`src/hw/dts_defs.vh`:
```
// Constants, register map and timing figures for the digital I/O and trigger block.
// Contract
// - Each of the eight digital lines has its own direction bit, input or output.
// - After reset every digital line is an input until software says otherwise.
// - An input line reads 1 for a high pin and 0 for a low pin.
// - A 32-bit event count rises by one on each low-to-high edge of the count pin.
// - The event counter misses no rising edge for input rates up to 1 MHz.
// - The sync pin is two-way with a direction bit that resets to input.
// - With sync as input each external pacing edge starts one conversion.
// - With sync as output the internal pacer clock is driven onto the pin.
// - A master drives its pacer out while a slave takes pacing from its pin.
// - Software selects whether the trigger input is edge or level sensitive.
// - Edge mode fires on the chosen edge and level mode on the chosen level.
// - Conversion results are offset binary with zero volts at code 32768.
// - With triggering enabled a started paced scan waits for the trigger.
`ifndef DTS_DEFS_VH
`define DTS_DEFS_VH
`define DTS_OFF_DIR      12'h000
`define DTS_OFF_OUT      12'h004
`define DTS_OFF_IN       12'h008
`define DTS_OFF_COUNT    12'h00c
`define DTS_OFF_CTRL     12'h010
`define DTS_OFF_STATUS   12'h014
`define DTS_OFF_PACER    12'h018
`define DTS_OFF_ADC      12'h01c
`define DTS_CTRL_SYNC_OUT   0
`define DTS_CTRL_TRIG_EN    1
`define DTS_CTRL_TRIG_LEVEL 2
`define DTS_CTRL_TRIG_POL   3
`define DTS_CTRL_START      4
`define DTS_CTRL_STOP       5
`define DTS_CTRL_CNT_CLR    6
`define DTS_ST_ARMED        0
`define DTS_ST_RUN          1
`define DTS_ST_SYNC_IN      2
`define DTS_ST_EXTERNAL_TRIGGER_PIN      3
`define DTS_DIR_RESET       8'h00
`define DTS_PACER_RESET     32'h000004e1
`define DTS_ADC_MID         16'h8000
`define DTS_CLK_KHZ         125000
`define DTS_CNT_MAX_KHZ     1000
`define DTS_SYNC_MAX_KHZ    100
`define DTS_CNT_MIN_CYC     (`DTS_CLK_KHZ / `DTS_CNT_MAX_KHZ)
`endif

```
`src/hw/dts_core.v`:
```
// Digital lines, event counter, sync pin and trigger with an APB register file.
`timescale 1ns/1ps
`include "dts_defs.vh"
module dts_core #(
   parameter LINES = 8,
   parameter CW    = 32
) (
   // APB slave
   input  wire              pclk,
   input  wire              presetn,
   input  wire              psel,
   input  wire              penable,
   input  wire              pwrite,
   input  wire [11:0]       paddr,
   input  wire [31:0]       pwdata,
   output wire              pready,
   output wire              pslverr,
   output reg  [31:0]       prdata,
   // Digital lines
   input  wire [LINES-1:0]  digital_line_i,
   output reg  [LINES-1:0]  digital_line_o,
   output reg  [LINES-1:0]  digital_line_oe,
   // Counter and trigger pins
   input  wire              event_count_input,
   input  wire              external_trigger_pin,
   // Sync pin
   input  wire              sync_i,
   output reg               sync_o,
   output reg               sync_oe,
   // Converter side
   output reg               conv_start,
   input  wire              adc_valid,
   input  wire [15:0]       adc_data,
   output reg               scan_active
);

   // Two-flop synchronisers; stage one feeds only stage two.
   reg [LINES+2:0] sync_a;
   reg [LINES+2:0] sync_b;
   reg             cnt_d;
   reg             sy_d;
   reg             tr_d;
   reg [CW-1:0]    count;
   reg [7:0]       ctrl;
   reg [31:0]      pacer_div;
   reg [31:0]      pacer_cnt;
   reg             pacer_clk;
   reg             armed;
   reg [15:0]      adc_word;
   reg [31:0]      next_prdata;
   reg [1:0]       scan_state;
   reg [1:0]       next_scan_state;

   // Scan sequencer states.
   localparam [1:0] SCAN_IDLE  = 2'b00;
   localparam [1:0] SCAN_ARMED = 2'b01;
   localparam [1:0] SCAN_RUN   = 2'b10;

   wire [LINES-1:0] line_s = sync_b[LINES-1:0];
   wire cnt_s  = sync_b[LINES];
   wire sy_s   = sync_b[LINES+1];
   wire tr_s   = sync_b[LINES+2];
   wire wr     = psel & penable & pwrite;
   wire rd_setup = psel & ~penable & ~pwrite;
   wire sync_out_mode = ctrl[`DTS_CTRL_SYNC_OUT];
   wire pacer_rise;
   wire pacer_wrap;
   wire ext_rise;
   wire conv_pace;
   wire trig_hit;
   wire ctrl_wr;
   wire start_req;
   wire stop_req;
   wire clear_req;
   wire [3:0] status_bits;

   // True when the current access phase writes the given offset.
   function reg_hit;
      input        write;
      input [11:0] addr;
      input [11:0] offset;
      begin
         reg_hit = write & (addr == offset);
      end
   endfunction

   // Rising edge of a synchronised level against its last sample.
   function rise;
      input now;
      input last;
      begin
         rise = now & ~last;
      end
   endfunction

   // Falling edge of a synchronised level against its last sample.
   function fall;
      input now;
      input last;
      begin
         fall = ~now & last;
      end
   endfunction

   // Places a line vector in the low bits of a bus word.
   function [31:0] line_word;
      input [LINES-1:0] v;
      begin
         line_word = 32'h00000000;
         line_word[LINES-1:0] = v;
      end
   endfunction

   assign ctrl_wr   = reg_hit(wr, paddr, `DTS_OFF_CTRL);
   assign start_req = ctrl_wr & pwdata[`DTS_CTRL_START];
   assign stop_req  = ctrl_wr & pwdata[`DTS_CTRL_STOP];
   assign clear_req = ctrl_wr & pwdata[`DTS_CTRL_CNT_CLR];

   // A 125 MHz sample of a 1 MHz input leaves 62.5 cycles per half period.
   always @(posedge pclk or negedge presetn) begin
      if (!presetn) begin
         sync_a <= {(LINES+3){1'b0}};
      end else begin
         sync_a <= {external_trigger_pin, sync_i, event_count_input,
                    digital_line_i};
      end
   end

   // Second stage; nothing else reads the first stage.
   always @(posedge pclk or negedge presetn) begin
      if (!presetn) begin
         sync_b <= {(LINES+3){1'b0}};
      end else begin
         sync_b <= sync_a;
      end
   end

   // Last samples for the edge detectors, reset to the low idle level.
   always @(posedge pclk or negedge presetn) begin
      if (!presetn) begin
         cnt_d <= 1'b0;
         sy_d  <= 1'b0;
         tr_d  <= 1'b0;
      end else begin
         cnt_d <= cnt_s;
         sy_d  <= sy_s;
         tr_d  <= tr_s;
      end
   end

   // Event counter counts every rising edge seen after synchronising.
   // An edge beats a clear in the same cycle so no count is lost.
   always @(posedge pclk or negedge presetn) begin
      if (!presetn) begin
         count <= {CW{1'b0}};
      end else if (rise(cnt_s, cnt_d)) begin
         count <= count + {{(CW-1){1'b0}}, 1'b1};
      end else if (clear_req) begin
         count <= {CW{1'b0}};
      end
   end

   // Internal pacer: toggles once every programmed half period.
   assign pacer_wrap = (pacer_cnt >= pacer_div);
   always @(posedge pclk or negedge presetn) begin
      if (!presetn) begin
         pacer_cnt <= 32'h00000000;
         pacer_clk <= 1'b0;
      end else if (!scan_active || pacer_wrap) begin
         pacer_cnt <= 32'h00000000;
         pacer_clk <= scan_active & ~pacer_clk;
      end else begin
         pacer_cnt <= pacer_cnt + 32'h00000001;
      end
   end
   assign pacer_rise = pacer_wrap & scan_active & ~pacer_clk;
   assign ext_rise   = rise(sy_s, sy_d);

   // Trigger detect: edge or level, polarity selectable.
   assign trig_hit = ctrl[`DTS_CTRL_TRIG_LEVEL] ?
      (tr_s ~^ ctrl[`DTS_CTRL_TRIG_POL]) :
      (ctrl[`DTS_CTRL_TRIG_POL] ? rise(tr_s, tr_d) :
                                  fall(tr_s, tr_d));

   // Digital line direction; every line resets to input.
   always @(posedge pclk or negedge presetn) begin
      if (!presetn) begin
         digital_line_oe <= `DTS_DIR_RESET;
      end else if (reg_hit(wr, paddr, `DTS_OFF_DIR)) begin
         digital_line_oe <= pwdata[LINES-1:0];
      end
   end

   // Output levels; a line shows its level only while it drives.
   always @(posedge pclk or negedge presetn) begin
      if (!presetn) begin
         digital_line_o <= {LINES{1'b0}};
      end else if (reg_hit(wr, paddr, `DTS_OFF_OUT)) begin
         digital_line_o <= pwdata[LINES-1:0];
      end
   end

   // Pacer half period in clock cycles, less one.
   always @(posedge pclk or negedge presetn) begin
      if (!presetn) begin
         pacer_div <= `DTS_PACER_RESET;
      end else if (reg_hit(wr, paddr, `DTS_OFF_PACER)) begin
         pacer_div <= pwdata;
      end
   end

   // Only the mode bits are kept; the strobes act once and read as zero.
   always @(posedge pclk or negedge presetn) begin
      if (!presetn) begin
         ctrl <= 8'h00;
      end else if (ctrl_wr) begin
         ctrl <= {4'h0, pwdata[3:0]};
      end
   end

   // Scan sequencer: stop wins over start, and a start with the trigger
   // enabled waits in the armed state for the trigger condition.
   // A start while running keeps the scan running, or re-arms it with the trigger enabled.
   always @* begin
      next_scan_state = scan_state;
      if (stop_req) begin
         next_scan_state = SCAN_IDLE;
      end else if (start_req && pwdata[`DTS_CTRL_TRIG_EN]) begin
         next_scan_state = SCAN_ARMED;
      end else if (start_req) begin
         next_scan_state = SCAN_RUN;
      end else begin
         case (scan_state)
            SCAN_ARMED: begin
               if (trig_hit)
                  next_scan_state = SCAN_RUN;
            end
            SCAN_RUN:  next_scan_state = SCAN_RUN;
            SCAN_IDLE: next_scan_state = SCAN_IDLE;
            default:   next_scan_state = SCAN_IDLE;
         endcase
      end
   end

   // State register with its two decoded outputs.
   always @(posedge pclk or negedge presetn) begin
      if (!presetn) begin
         scan_state  <= SCAN_IDLE;
         armed       <= 1'b0;
         scan_active <= 1'b0;
      end else begin
         scan_state  <= next_scan_state;
         armed       <= (next_scan_state == SCAN_ARMED);
         scan_active <= (next_scan_state == SCAN_RUN);
      end
   end

   // Master paces from its own pacer, slave from the pin.
   assign conv_pace = sync_out_mode ? pacer_rise : ext_rise;
   always @(posedge pclk or negedge presetn) begin
      if (!presetn) begin
         conv_start <= 1'b0;
      end else begin
         conv_start <= scan_active & conv_pace;
      end
   end

   // Sync pin direction and level; the pin stays an input until
   // software asks for export.
   always @(posedge pclk or negedge presetn) begin
      if (!presetn) begin
         sync_oe <= 1'b0;
         sync_o  <= 1'b0;
      end else begin
         sync_oe <= sync_out_mode;
         sync_o  <= sync_out_mode & pacer_clk;
      end
   end

   // Last converter word.
   always @(posedge pclk or negedge presetn) begin
      if (!presetn) begin
         adc_word <= `DTS_ADC_MID;
      end else if (adc_valid) begin
         adc_word <= adc_data;
      end
   end

   // Status: trigger pin, sync pin, running, armed.
   assign status_bits = {tr_s, sy_s, scan_active, armed};

   // Zero volts reads as mid-scale; this is the raw offset-binary code.
   always @* begin
      next_prdata = 32'h00000000;
      case (paddr)
         `DTS_OFF_DIR: begin
            next_prdata = line_word(digital_line_oe);
         end
         `DTS_OFF_OUT: begin
            next_prdata = line_word(digital_line_o);
         end
         // Every line, output or input, reads back its synchronised pin.
         `DTS_OFF_IN: begin
            next_prdata = line_word(line_s);
         end
         `DTS_OFF_COUNT: begin
            next_prdata = count;
         end
         `DTS_OFF_CTRL: begin
            next_prdata[7:0] = ctrl;
         end
         `DTS_OFF_STATUS: begin
            next_prdata[3:0] = status_bits;
         end
         `DTS_OFF_PACER: begin
            next_prdata = pacer_div;
         end
         `DTS_OFF_ADC: begin
            next_prdata[15:0] = adc_word;
         end
         default: begin
            next_prdata = 32'h00000000;
         end
      endcase
   end

   // Read data is taken in the setup cycle and stands through access.
   always @(posedge pclk or negedge presetn) begin
      if (!presetn) begin
         prdata <= 32'h00000000;
      end else if (rd_setup) begin
         prdata <= next_prdata;
      end
   end

   // Zero wait states: every access phase completes at once.
   assign pready  = 1'b1;
   assign pslverr = 1'b0;

endmodule // dts_core

```
`config.mk`:
```
export PLATFORM = sky130hd
export DESIGN_NAME = dts_core
export DESIGN_NICKNAME = d
export VERILOG_FILES = /design/src/hw/dts_core.v
export VERILOG_INCLUDE_DIRS = /design/src /design/src/hw
export SDC_FILE = /design/constraint.sdc
export NUM_CORES = 1
export LEC_CHECK = 0
export ABC_CLOCK_PERIOD_IN_PS = 2400
export BUFFER_PORTS_ARGS = -buffer_cell sky130_fd_sc_hd__buf_2
export CORE_ASPECT_RATIO = 1.4
export CORE_MARGIN = 8
export CORE_UTILIZATION = 35
export CTS_CLUSTER_DIAMETER = 50
export DETAILED_ROUTE_END_ITERATION = 10
export PLACE_DENSITY_LB_ADDON = 0.12
export RECOVER_POWER = 25
export REMOVE_ABC_BUFFERS = 1
export SYNTH_ARGS = -nofsm -noshare
export SYNTH_HDL_FRONTEND = slang
export SYNTH_SLANG_ARGS = --single-unit
```
`constraint.sdc`:
```
create_clock -name pclk -period 2.4 [get_ports pclk]
set_input_delay 0.24 -clock pclk [delete_from_list [all_inputs] [get_ports pclk]]
set_output_delay 0.24 -clock pclk [all_outputs]
set_load 0.02 [all_outputs]
```
==> run_results.csv, run 1 <==
group,metric,value,unit
layout,area_growth,28.9,%
global_route,grt_max_degree,70,
setup_path,crit_fanout,16,
sta,timing.hold.ws,0.0160,ns
yosys,synth_cells,906,
sta,setup_violations,0,
run_status,status,"completed",
sta,maxSlewHeadroom,28.0,%
setup_path,slowest_stage,"or4b_4",
layout,multiInputGateArea,0.00419,mm^2
sta,fin_crit,2.38,ns
setup_path,cp-start-kind,"flip-flop",
yosys,synthTopCellsByArea,"dfrtp_1 (51%), nand2_1 (5.3%), ha_1 (4.8%)",
sta,fin_setup_tns,0,ns
placed_design,dp.cells,1415,
yosys,seq_area_frac_synth,53.2,%
routing,remaining_drc_errors,0,
sta,hold_viol_final,0,
power,fin_total_pwr,6.72,mW
layout,fin_cells,1474,
yosys,netlist.area_leader.share,51.5,%
floorplanning,rows,70,
routing,drt_iter0_drc,417,
clock_tree,htreeDepth,4,
power,power_density,561,mW/mm^2
power,sw_frac_of_total,24.8,%
routing,route.detailed.wl_per_inst,18.3,um
routing,wl,27000,um
layout,register_area,0.00494,mm^2
global_route,antenna_found_initial,2,
run,cap_violations,0,
sta,timing.final.ws_setup,0.0165,ns
yosys,synth_cell_types,58,
clock_tree,worstSkewPairLatency,0.44,ns
clock_tree,clockBufferDepth,2,
yosys,syn_avg_cell_area,10.3,um^2
routing,first_pass_iters,7,
min_path,hold_class,"in2reg",
floorplanning,ios,131,
yosys,ys.flop_type,"dfrtp_1",
floorplanning,design.core.area,0.0261,mm^2
layout,num_antenna_cells,0,
layout,drive_above_1_share,30.9,%
placed_design,portBuffers,128,
clock_tree,cts_tree,"built",
floorplanning,start_util,35.6,%
power,ir_worst_vdd,0.473,mV
power,combPwrFrac,5.8,%
sta,report.final.slew_viol_count,0,
clock_tree,clock_sinks,197,
power,seq_power_share,51.6,%
setup_path,arrival,2.71,ns
layout,nNetsFinal,1250,
floorplanning,dieArea,0.0321,mm^2
sta,rsz0062_at_grt,"true",
global_route,grt_pass1_vias,7932,
power,clockPowerShare,42.6,%
yosys,ys_warn_count,0,
power,internal-power,5.05,mW
layout,post-route-cell-area,0.0120,mm^2
setup_path,path_cells,"inv_1 -> ha_4 -> nand4_1 -> nor3_4 -> or4b_4 -> a31oi_4 -> or3b_4 -> buf_12 -> nor2_1",
routing,antenna_left,0,
global_route,grt.overflow.total,0,
clock_tree,cts_buffers,17,
clock_tree,cts_root_buf,"clkbuf_16",
setup_path,cp.required,2.73,ns
floorplanning,die_x,154,um
layout,utilization,45.9,%
global_route,grtUsageTotal,17.3,%
yosys,ys_top_cells_by_count,"dfrtp_1 (191), nand2_1 (132), o21ai_0 (90), nor2_1 (59), nand3_1 (45)",
setup_path,cp_top_family,"simple AND/OR/NAND/NOR gates",
setup_path,cp-end-kind,"flip-flop",
yosys,synth_area,0.00929,mm^2
yosys,synth_largest_area_cell,"dfrtp_1",
sta,fin_skew,0.0122,ns
yosys,synth-seq-cells,197,
placed_design,post-place-ws,-0.191,ns
setup_path,worstSetupPathType,"reg2reg",
power,p_leak,5.76,nW
setup_path,cpPeakStageDelay,0.50,ns
global_route,grt_first_pass_wirelength,43900,um
yosys,synthArstFlopShare,100,%
sta,fin_crit_sh,99.3,%
yosys,yosysMostFrequentCell,"dfrtp_1",
power,power.switching,1.66,mW
clock_tree,clkSlewWorstSetupHoldPaths,0.07,ns
floorplanning,die_height,209,um
routing,drt-vias-per-instance,5.11,
setup_path,critPathBufInv,2,
yosys,synth_edf_count,0,
sta,tightestPinTransition,1.08,ns
placed_design,routabilityCongestion,0.867,
placed_design,dp_hpwl,20300,um
placed_design,dpl_cell_area,0.0110,mm^2
layout,fillCellCount,2520,
routing,vias,7531,
sta,fmax,0.420,GHz
-- flip-flops by register name, summed over array words and instances, names as in the netlist --
signal / flops
adc_word: 16
armed: 1
cnt_d: 1
conv_start: 1
count: 32
ctrl: 4
digital_line_o: 8
digital_line_oe: 8
pacer_clk: 1
pacer_cnt: 32
pacer_div: 32
prdata: 32
scan_active: 1
scan_state: 2
sy_d: 1
sync_a: 11
sync_b: 11
sync_o: 1
sync_oe: 1
tr_d: 1
-- cells by family after synthesis --
family | Yosys count | share of synthesized area, %
compound gates | 190 | 12.7
xor+xnor | 30 | 2.83
fa+ha+maj | 36 | 4.85
buf+inv | 82 | 3.69
flops | 197 | 53.2
mux | 52 | 6.41
other cells | 2 | 0.0809
simple gates | 317 | 16.2
-- path summary, 6_finish.rpt --
kind,start,to,slack (ns),cells past startpoint
worst max-delay path,pacer_div[15]$_DFFE_PN0P_,pacer_cnt[18]$_DFF_PN0_,0.02,9
worst min-delay path,pwdata[8],pacer_div[8]$_DFFE_PN0P_,0.02,3
worst max register to register,pacer_div[15]$_DFFE_PN0P_,pacer_cnt[18]$_DFF_PN0_,0.02,9
worst min register to register,sync_a[2]$_DFF_PN0_,sync_b[2]$_DFF_PN0_,0.35,0
max in group asynchronous,presetn,sync_a[2]$_DFF_PN0_,0.41,3
min in group asynchronous,presetn,prdata[17]$_DFFE_PN0P_,0.53,2
-- power groups by stage --
stage	logic [mW]	clock network [mW]	registers, mW
5_1_grt	0.434	3.08	3.48
6_report	0.388	2.86	3.47
2_1_floorplan	0.134	0	3.52
4_1_cts	0.400	2.95	3.47
3_5_place_dp	0.379	0	3.53
3_3_place_gp	0.374	0	3.53
-- final cells by class --
type / count / share of cell area, %
flip-flops and latches: 197 / 41.2
multi-input cells: 627 / 35.0
repair buffers: 254 / 14.3
clock buffers: 18 / 3.67
well taps: 324 / 3.39
inverters: 40 / 1.25
clock inverters: 14 / 1.17
-- tightest hold or removal path, cell delays in order --
cell and delay (ns):
buf_2 0.09, nand2_1 0.04, o21ai_0 0.06
-- per-layer routing --
metal	vias to the layer above	part of all wire [%]	GRT usage, %
li1	3687	-	-
met1	3622	44	21.3
met2	185	49	29.5
met3	33	4.4	3.78
met4	4	2.4	6.00
met5	-	0.093	0
-- cells in the final DEF (no fill, tap or decap), types with 11 or more instances in the layout --
cell,instances
and3_1,11
nand2_1,131
a22oi_1,20
nor2_1,56
nand3_1,45
buf_4,102
ha_1,30
dfrtp_1,191
buf_2,127
o21ai_0,87
inv_1,35
dlygate4sd3_1,16
xor2_1,20
mux2_2,40
nand4_1,16
clkbuf_16,17
a21oi_1,15
-- timing repair --
| item | CTS | global route |
|---|---|---|
| gates cloned | 1 | 0 |
| hold buffers | 16 | 0 |
| hold endpoints to repair | 52 | 0 |
| pin swaps | 10 | 16 |
| resized for setup | 18 | 19 |
| endpoints found under the setup margin | 34 | 34 |
| buffers inserted | 4 | 7 |
Power figures use the tool's default switching activity.
==> run 2, diff against run 1 <==
Settings changed: ABC_AREA set to 1.
==> run 2 against run 1 <==
- sequential share of layout area down 0.48 points
- global-route usage up 0.77 points
- clock skew up 0.00066 ns
- count of clock-buffer cells in the layout up 1
- the run now ends with capacitance limit, slew limit left
- hold slack better by 0.0034 ns
- combinational power up 82%
- critical path depth up 5
- maximum frequency up 9.5%
- critical path type unchanged
- critical endpoint is now pacer_cnt[26]$_DFF_PN0_
- clock power about the same
- die area up 8.9%
- sequential power up 4%
==> run_results.csv, run 2 <==
group,metric,value,unit
run_status,status,"finished with violations",
run_status,violations,"capacitance limit, slew limit",
sta,fin_skew,0.0128,ns
sta,hold_viol_final,0,
layout,multiInputGateArea,0.00449,mm^2
layout,nNetsFinal,1469,
sta,setup_violations,0,
min_path,holdPathStages,2,
setup_path,cp-start-kind,"flip-flop",
floorplanning,dieArea,0.0349,mm^2
global_route,grt_first_pass_wirelength,48900,um
yosys,synth_cells,1196,
clock_tree,htreeDepth,4,
clock_tree,cts_buffers,17,
floorplanning,ios,131,
routing,drt_iter0_drc,430,
global_route,grt.overflow.total,0,
clock_tree,clock_sinks,197,
routing,wl,31000,um
routing,antenna_left,0,
layout,mostFrequentLayoutCells,"nand2_1 (250), dfrtp_1 (191), inv_1 (155), nor2_1 (126), buf_2 (126)",
power,power_density,591,mW/mm^2
power,clockPowerShare,39.8,%
yosys,synth-seq-cells,197,
placed_design,dp_hpwl,24300,um
sta,fin_crit_sh,90.7,%
routing,remaining_drc_errors,0,
setup_path,setup.worst_path.start,"pacer_div[10]$_DFFE_PN1P_",
yosys,synth_edf_count,0,
layout,register_area,0.00494,mm^2
layout,layout.cells.most_common,"nand2_1",
layout,drive_above_1_share,18.3,%
routing,drt-vias-per-instance,4.82,
yosys,ys_warn_count,0,
floorplanning,start_util,35.3,%
yosys,synth_cell_types,43,
power,seq_power_share,50.3,%
layout,num_antenna_cells,0,
global_route,grt_max_degree,65,
clock_tree,worstSkewPairLatency,0.45,ns
min_path,holdCritStartpoint,"pwdata[10]",
floorplanning,die_height,218,um
run,cap_violations,1,
power,ir_worst_vdd,0.459,mV
yosys,ys.flop_type,"dfrtp_1",
yosys,netlist.area_leader.share,46.9,%
floorplanning,rows,74,
sta,fin_crit,2.18,ns
global_route,grtUsageTotal,18.1,%
power,sw_frac_of_total,26.2,%
yosys,synthTopCellsByArea,"dfrtp_1 (47%), nand2_1 (9.2%), inv_1 (5.7%)",
yosys,seq_area_frac_synth,48.4,%
placed_design,portBuffers,128,
yosys,synth_area,0.0102,mm^2
setup_path,rrSetupSlack,0.22,ns
setup_path,r2r_start,"pacer_div[10]$_DFFE_PN1P_",
layout,utilization,41.9,%
sta,timing.hold.ws,0.0193,ns
sta,fmax,0.459,GHz
clock_tree,cts_root_buf,"clkbuf_16",
global_route,grt_pass1_vias,8768,
setup_path,cp.required,2.76,ns
layout,post-route-cell-area,0.0121,mm^2
global_route,antenna_found_initial,0,
yosys,yosysMostFrequentCell,"nand2_1",
routing,vias,8425,
sta,report.final.slew_viol_count,64,
setup_path,cp-end-kind,"flip-flop",
setup_path,arrival,2.54,ns
layout,area_growth,18.9,%
routing,route.detailed.wl_per_inst,17.7,um
setup_path,r2r_cells,14,
yosys,synthArstFlopShare,100,%
min_path,hold_class,"in2reg",
sta,rsz0062_at_grt,"false",
setup_path,r2r-end,"pacer_cnt[26]$_DFF_PN0_",
yosys,ys_top_cells_by_count,"nand2_1 (250), dfrtp_1 (191), inv_1 (155), nor2_1 (126), o21ai_0 (71)",
placed_design,dp.cells,1699,
placed_design,routabilityCongestion,0.884,
clock_tree,cts_resized,0,
power,internal-power,5.29,mW
setup_path,crit_fanout,27,
floorplanning,die_x,160,um
power,p_leak,5.84,nW
layout,fin_cells,1748,
placed_design,dpl_cell_area,0.0114,mm^2
routing,first_pass_iters,5,
yosys,syn_avg_cell_area,8.52,um^2
clock_tree,cts_tree,"built",
sta,tightestPinTransition,1.66,ns
min_path,hold_end,"pacer_div[10]$_DFFE_PN1P_",
floorplanning,design.core.area,0.0289,mm^2
setup_path,worstSetupPathType,"reg2reg",
clock_tree,clockBufferDepth,2,
sta,maxSlewHeadroom,-11.0,%
yosys,synth_largest_area_cell,"dfrtp_1",
clock_tree,clkSlewWorstSetupHoldPaths,0.07,ns
power,combPwrFrac,9.9,%
power,power.switching,1.88,mW
layout,fillCellCount,3029,
## run 2: cell types whose count changed in the layout (fill, tap and decap cells not counted), moves of 21 or more
cell     change
mux2_4      +24
nand2_1    +119
buf_4       -81
o22ai_1     +21
inv_1      +120
nor3_1      +34
nor2_1      +70
mux2_2      -40
## run 2: repair_timing
| item | in CTS | in global routing |
|---|---|---|
| endpoints found under the hold margin | 73 | 0 |
| hold buffers | 18 | 0 |
| setup buffers | 0 | 0 |
| endpoints found under the setup margin | 0 | 0 |
## run 2: cell families (layout without fill, tap and decap cells)
kind of cell | after synthesis | in the layout | share of synthesized area, %
other | 2 | 2 | 0.0737
DFF | 197 | 197 | 48.4
and+or+nand+nor | 537 | 537 | 23.2
AOI/OAI and AO/OA | 180 | 180 | 10.2
adders and majority gates | 36 | 36 | 4.42
buffers and inverters | 191 | 363 | 7.61
muxes | 24 | 24 | 3.54
xor gates and xnor gates | 29 | 29 | 2.49
## run 2: critical path, cell delays in order (launching register included)
cell	delay [ns]
dfstp_2	0.53
inv_1	0.08
ha_1	0.30
nand2_1	0.08
inv_1	0.04
nand2_1	0.06
nand2_1	0.04
nand2_1	0.05
nand2_1	0.06
nor2_1	0.09
nand2_1	0.09
nand2_1	0.09
nand3_1	0.19
buf_12	0.24
nor3_1	0.15
## run 2: how the worst max path moves through the flow
stage | endpoint | slack [ns] | cells past startpoint
global route | pacer_cnt[3]$_DFF_PN0_ | 0.04 | 14
floorplan | prdata[4]$_DFFE_PN0P_ | -1.34 | 3
CTS | pacer_cnt[26]$_DFF_PN0_ | 0.21 | 14
detailed placement | pacer_cnt[26]$_DFF_PN0_ | 0.23 | 14
finish | pacer_cnt[26]$_DFF_PN0_ | 0.22 | 14
global placement | pacer_cnt[18]$_DFF_PN0_ | 0.25 | 14
## run 2: final cells by class
| class | instances | area share, % |
|---|---|---|
| Tap cell | 380 | 3.92 |
| Timing Repair Buffer | 171 | 8.60 |
| Clock inverter | 12 | 1.06 |
| Sequential cell | 197 | 40.7 |
| Multi-Input combinational cell | 808 | 37.0 |
| Inverter | 161 | 4.99 |
| Clock buffer | 19 | 3.66 |
## run 2: power by group through the flow
| stage | logic, mW | registers, mW | clock network, mW |
|---|---|---|---|
| after floorplan | 0.308 | 3.70 | 0 |
| after global routing | 0.796 | 3.63 | 3.05 |
| after global placement | 0.693 | 3.67 | 0 |
| after detailed placement | 0.699 | 3.67 | 0 |
| final | 0.708 | 3.60 | 2.85 |
| after CTS | 0.725 | 3.61 | 2.95 |
## run 2: per-stage QoR
step	total power, mW	setup slack (ns)	TNS (ns)
2_1_floorplan	4.01	-1.34	-34.94
3_3_place_gp	4.36	0.250	0
3_5_place_dp	4.37	0.231	0
4_1_cts	7.28	0.207	0
5_1_grt	7.48	0.0427	0
6_report	7.16	0.223	0
## run 2: per-layer routing
metal / vias to the layer above / track usage [%] / share of wire [%] / wire (um)
li1: 4215 / - / - / -
met2: 112 / 33.8 / 54 / 16700
met1: 4066 / 20.7 / 41 / 12800
met3: 32 / 2.64 / 2.5 / 783
met5: - / 0 / 0 / 0
met4: 0 / 6.03 / 2.2 / 668
==> run 3, diff against run 2 <==
Settings changed: ABC_CLOCK_PERIOD_IN_PS 2400 to 1880, CORE_UTILIZATION 35 to 53.
Clock period 2.4 ns to 1.88 ns, I/O delays scaled along.
==> run 3 against run 2 <==
- the run ends with setup timing left
- sequential cell count is the same
- combinational power rose by 38%
- sequential power increased by 28%
- via count is 7.9% higher
- critical path type unchanged
- highest routed layer unchanged
==> run_results.csv, run 3 (same netlist as run 2, synthesis figures left out) <==
group,metric,value,unit
run_status,status,"finished with violations",
run_status,violations,"setup timing",
clock_tree,clock_sinks,197,
placed_design,routabilityCongestion,0.975,
sta,maxSlewHeadroom,22.9,%
layout,layout.cells.most_common,"nand2_1",
sta,fmax,0.517,GHz
sta,hold_viol_final,0,
min_path,hold_class,"in2reg",
floorplanning,rows,60,
power,p_leak,6.41,nW
clock_tree,worstSkewPairLatency,0.44,ns
setup_path,cp-end-kind,"flip-flop",
layout,drive_above_1_share,27.4,%
routing,drt_iter0_drc,585,
clock_tree,htreeDepth,4,
routing,antenna_left,0,
layout,area_growth,29.5,%
global_route,grt_pass1_vias,9307,
layout,mostFrequentLayoutCells,"nand2_1 (243), dfrtp_1 (190), inv_1 (148), buf_2 (125), buf_4 (94)",
setup_path,worstSetupPathType,"reg2reg",
layout,utilization,69.2,%
global_route,grtUsageTotal,24.6,%
setup_path,path_cells,"inv_1 -> ha_1 -> a21oi_2 -> o21ai_0 -> nand2_1 -> nand3_1 -> nor2_4 -> nand3_4 -> buf_8 -> nor3_2",
clock_tree,cts_buffers,17,
run,cap_violations,0,
layout,nNetsFinal,1573,
global_route,grt_max_degree,100,
min_path,holdPathStages,3,
floorplanning,die_x,133,um
layout,post-route-cell-area,0.0132,mm^2
setup_path,arrival,2.30,ns
routing,first_pass_iters,5,
global_route,grt_first_pass_wirelength,46900,um
sta,fin_skew,0.0117,ns
setup_path,cp-start-kind,"flip-flop",
setup_path,r2r_start,"pacer_div[25]$_DFFE_PN0P_",
floorplanning,start_util,53.5,%
setup_path,r2r-end,"pacer_cnt[18]$_DFF_PN0_",
clock_tree,clkSlewWorstSetupHoldPaths,0.07,ns
routing,wl,29600,um
clock_tree,cts_tree,"built",
floorplanning,ios,131,
global_route,antenna_found_initial,1,
sta,setup_violations,25,
sta,timing.final.ws_setup,-0.0551,ns
floorplanning,design.core.area,0.0191,mm^2
sta,timing.hold.ws,0.00874,ns
min_path,holdCritStartpoint,"adc_data[4]",
routing,vias,9091,
setup_path,crit_fanout,6,
placed_design,dp_hpwl,21800,um
sta,fin_crit,1.94,ns
placed_design,dpl_cell_area,0.0118,mm^2
setup_path,cp.required,2.24,ns
power,ir_worst_vdd,0.665,mV
routing,drt-vias-per-instance,5.28,
sta,fin_crit_sh,103,%
global_route,grt.overflow.total,0,
floorplanning,dieArea,0.0240,mm^2
clock_tree,cts_root_buf,"clkbuf_16",
sta,tightestPinTransition,1.16,ns
placed_design,portBuffers,128,
floorplanning,die_height,180,um
setup_path,slowest_stage,"dfrtp_1",
min_path,hold_end,"adc_word[4]$_DFFE_PN0P_",
sta,report.final.slew_viol_count,0,
routing,route.detailed.wl_per_inst,17.2,um
setup_path,r2r_cells,10,
sta,rsz0062_at_grt,"true",
clock_tree,clockBufferDepth,2,
routing,remaining_drc_errors,0,
setup_path,cpPeakStageDelay,0.37,ns
sta,fin_setup_tns,-0.615,ns
power,power_density,688,mW/mm^2
setup_path,rrSetupSlack,-0.06,ns
==> run 3: cell count changes in the layout (fill, tap and decap cells not counted), sizes merged <==
cell / delta
clkinvlp: +1
inv: +4
buf: +76
bufinv: -2
diode: +1
clkinv: -1
dlygate4sd3: +26
clkbuf: +1
==> run 3: stage by stage <==
stage	worst slack, ns	instances	power [mW]
final	-0.0551	1722	9.08
after global placement	-0.0141	1637	5.54
after detailed placement	-0.0728	1637	5.57
after CTS	-0.0209	1714	9.09
after floorplan	-1.81	1166	5.12
after global routing	-0.188	1722	9.38
==> run 3: worst max path at each step <==
stage                               from                       to  cells past startpoint
6_report       pacer_div[25]$_DFFE_PN0P_  pacer_cnt[18]$_DFF_PN0_                     10
5_1_grt        pacer_div[25]$_DFFE_PN0P_  pacer_cnt[18]$_DFF_PN0_                     10
4_1_cts        pacer_div[10]$_DFFE_PN1P_    pacer_clk$_DFFE_PN0N_                     14
3_5_place_dp   pacer_div[25]$_DFFE_PN0P_   pacer_cnt[3]$_DFF_PN0_                     10
3_3_place_gp   pacer_div[10]$_DFFE_PN1P_  pacer_cnt[26]$_DFF_PN0_                     14
2_1_floorplan                     pwrite    prdata[4]$_DFFE_PN0P_                      3
==> run 3: area by class of cell <==
class / count / area (um^2)
clock buffer: 18 / 439
sequential: 197 / 4940
clock inverter: 14 / 119
tap: 248 / 310
timing repair buffer: 275 / 1940
multi-input combinational: 808 / 4840
antenna: 1 / 2.50
fill: 1580 / 5870
inverter: 161 / 604
==> run 3: repair_timing <==
item,CTS,global route
hold buffers,44,0
endpoints found under the hold margin,234,0
pin swaps,1,34
gates resized for setup,10,90
endpoints found under the setup margin,30,38
cloned,1,2
setup buffers,0,5
==> run 3: worst max-delay path: cells and delay by family, from the launching register on <==
| kind | cells | cell delay [ns] |
|---|---|---|
| flops | 1 | 0.37 |
| buf+inv | 2 | 0.26 |
| compound gates | 2 | 0.25 |
| fa+ha+maj | 1 | 0.33 |
| simple gates | 5 | 0.66 |
==> run 3: where the power goes <==
part | total [mW] | internal, mW | switching, mW
logic | 0.980 | 0.365 | 0.616
registers | 4.60 | 4.45 | 0.155
clock network | 3.50 | 1.77 | 1.73
total | 9.08 | 6.58 | 2.50
==> run 3: per-layer routing <==
metal / GRT usage, % / share of wire [%] / wire length, um / vias up
met5: 0 / 0 / 0 / -
li1: - / - / - / 4430
met3: 3.49 / 3.4 / 1020 / 63
met4: 10.2 / 3.5 / 1050 / 0
met2: 44.7 / 53 / 15800 / 217
met1: 28.0 / 40 / 11800 / 4381
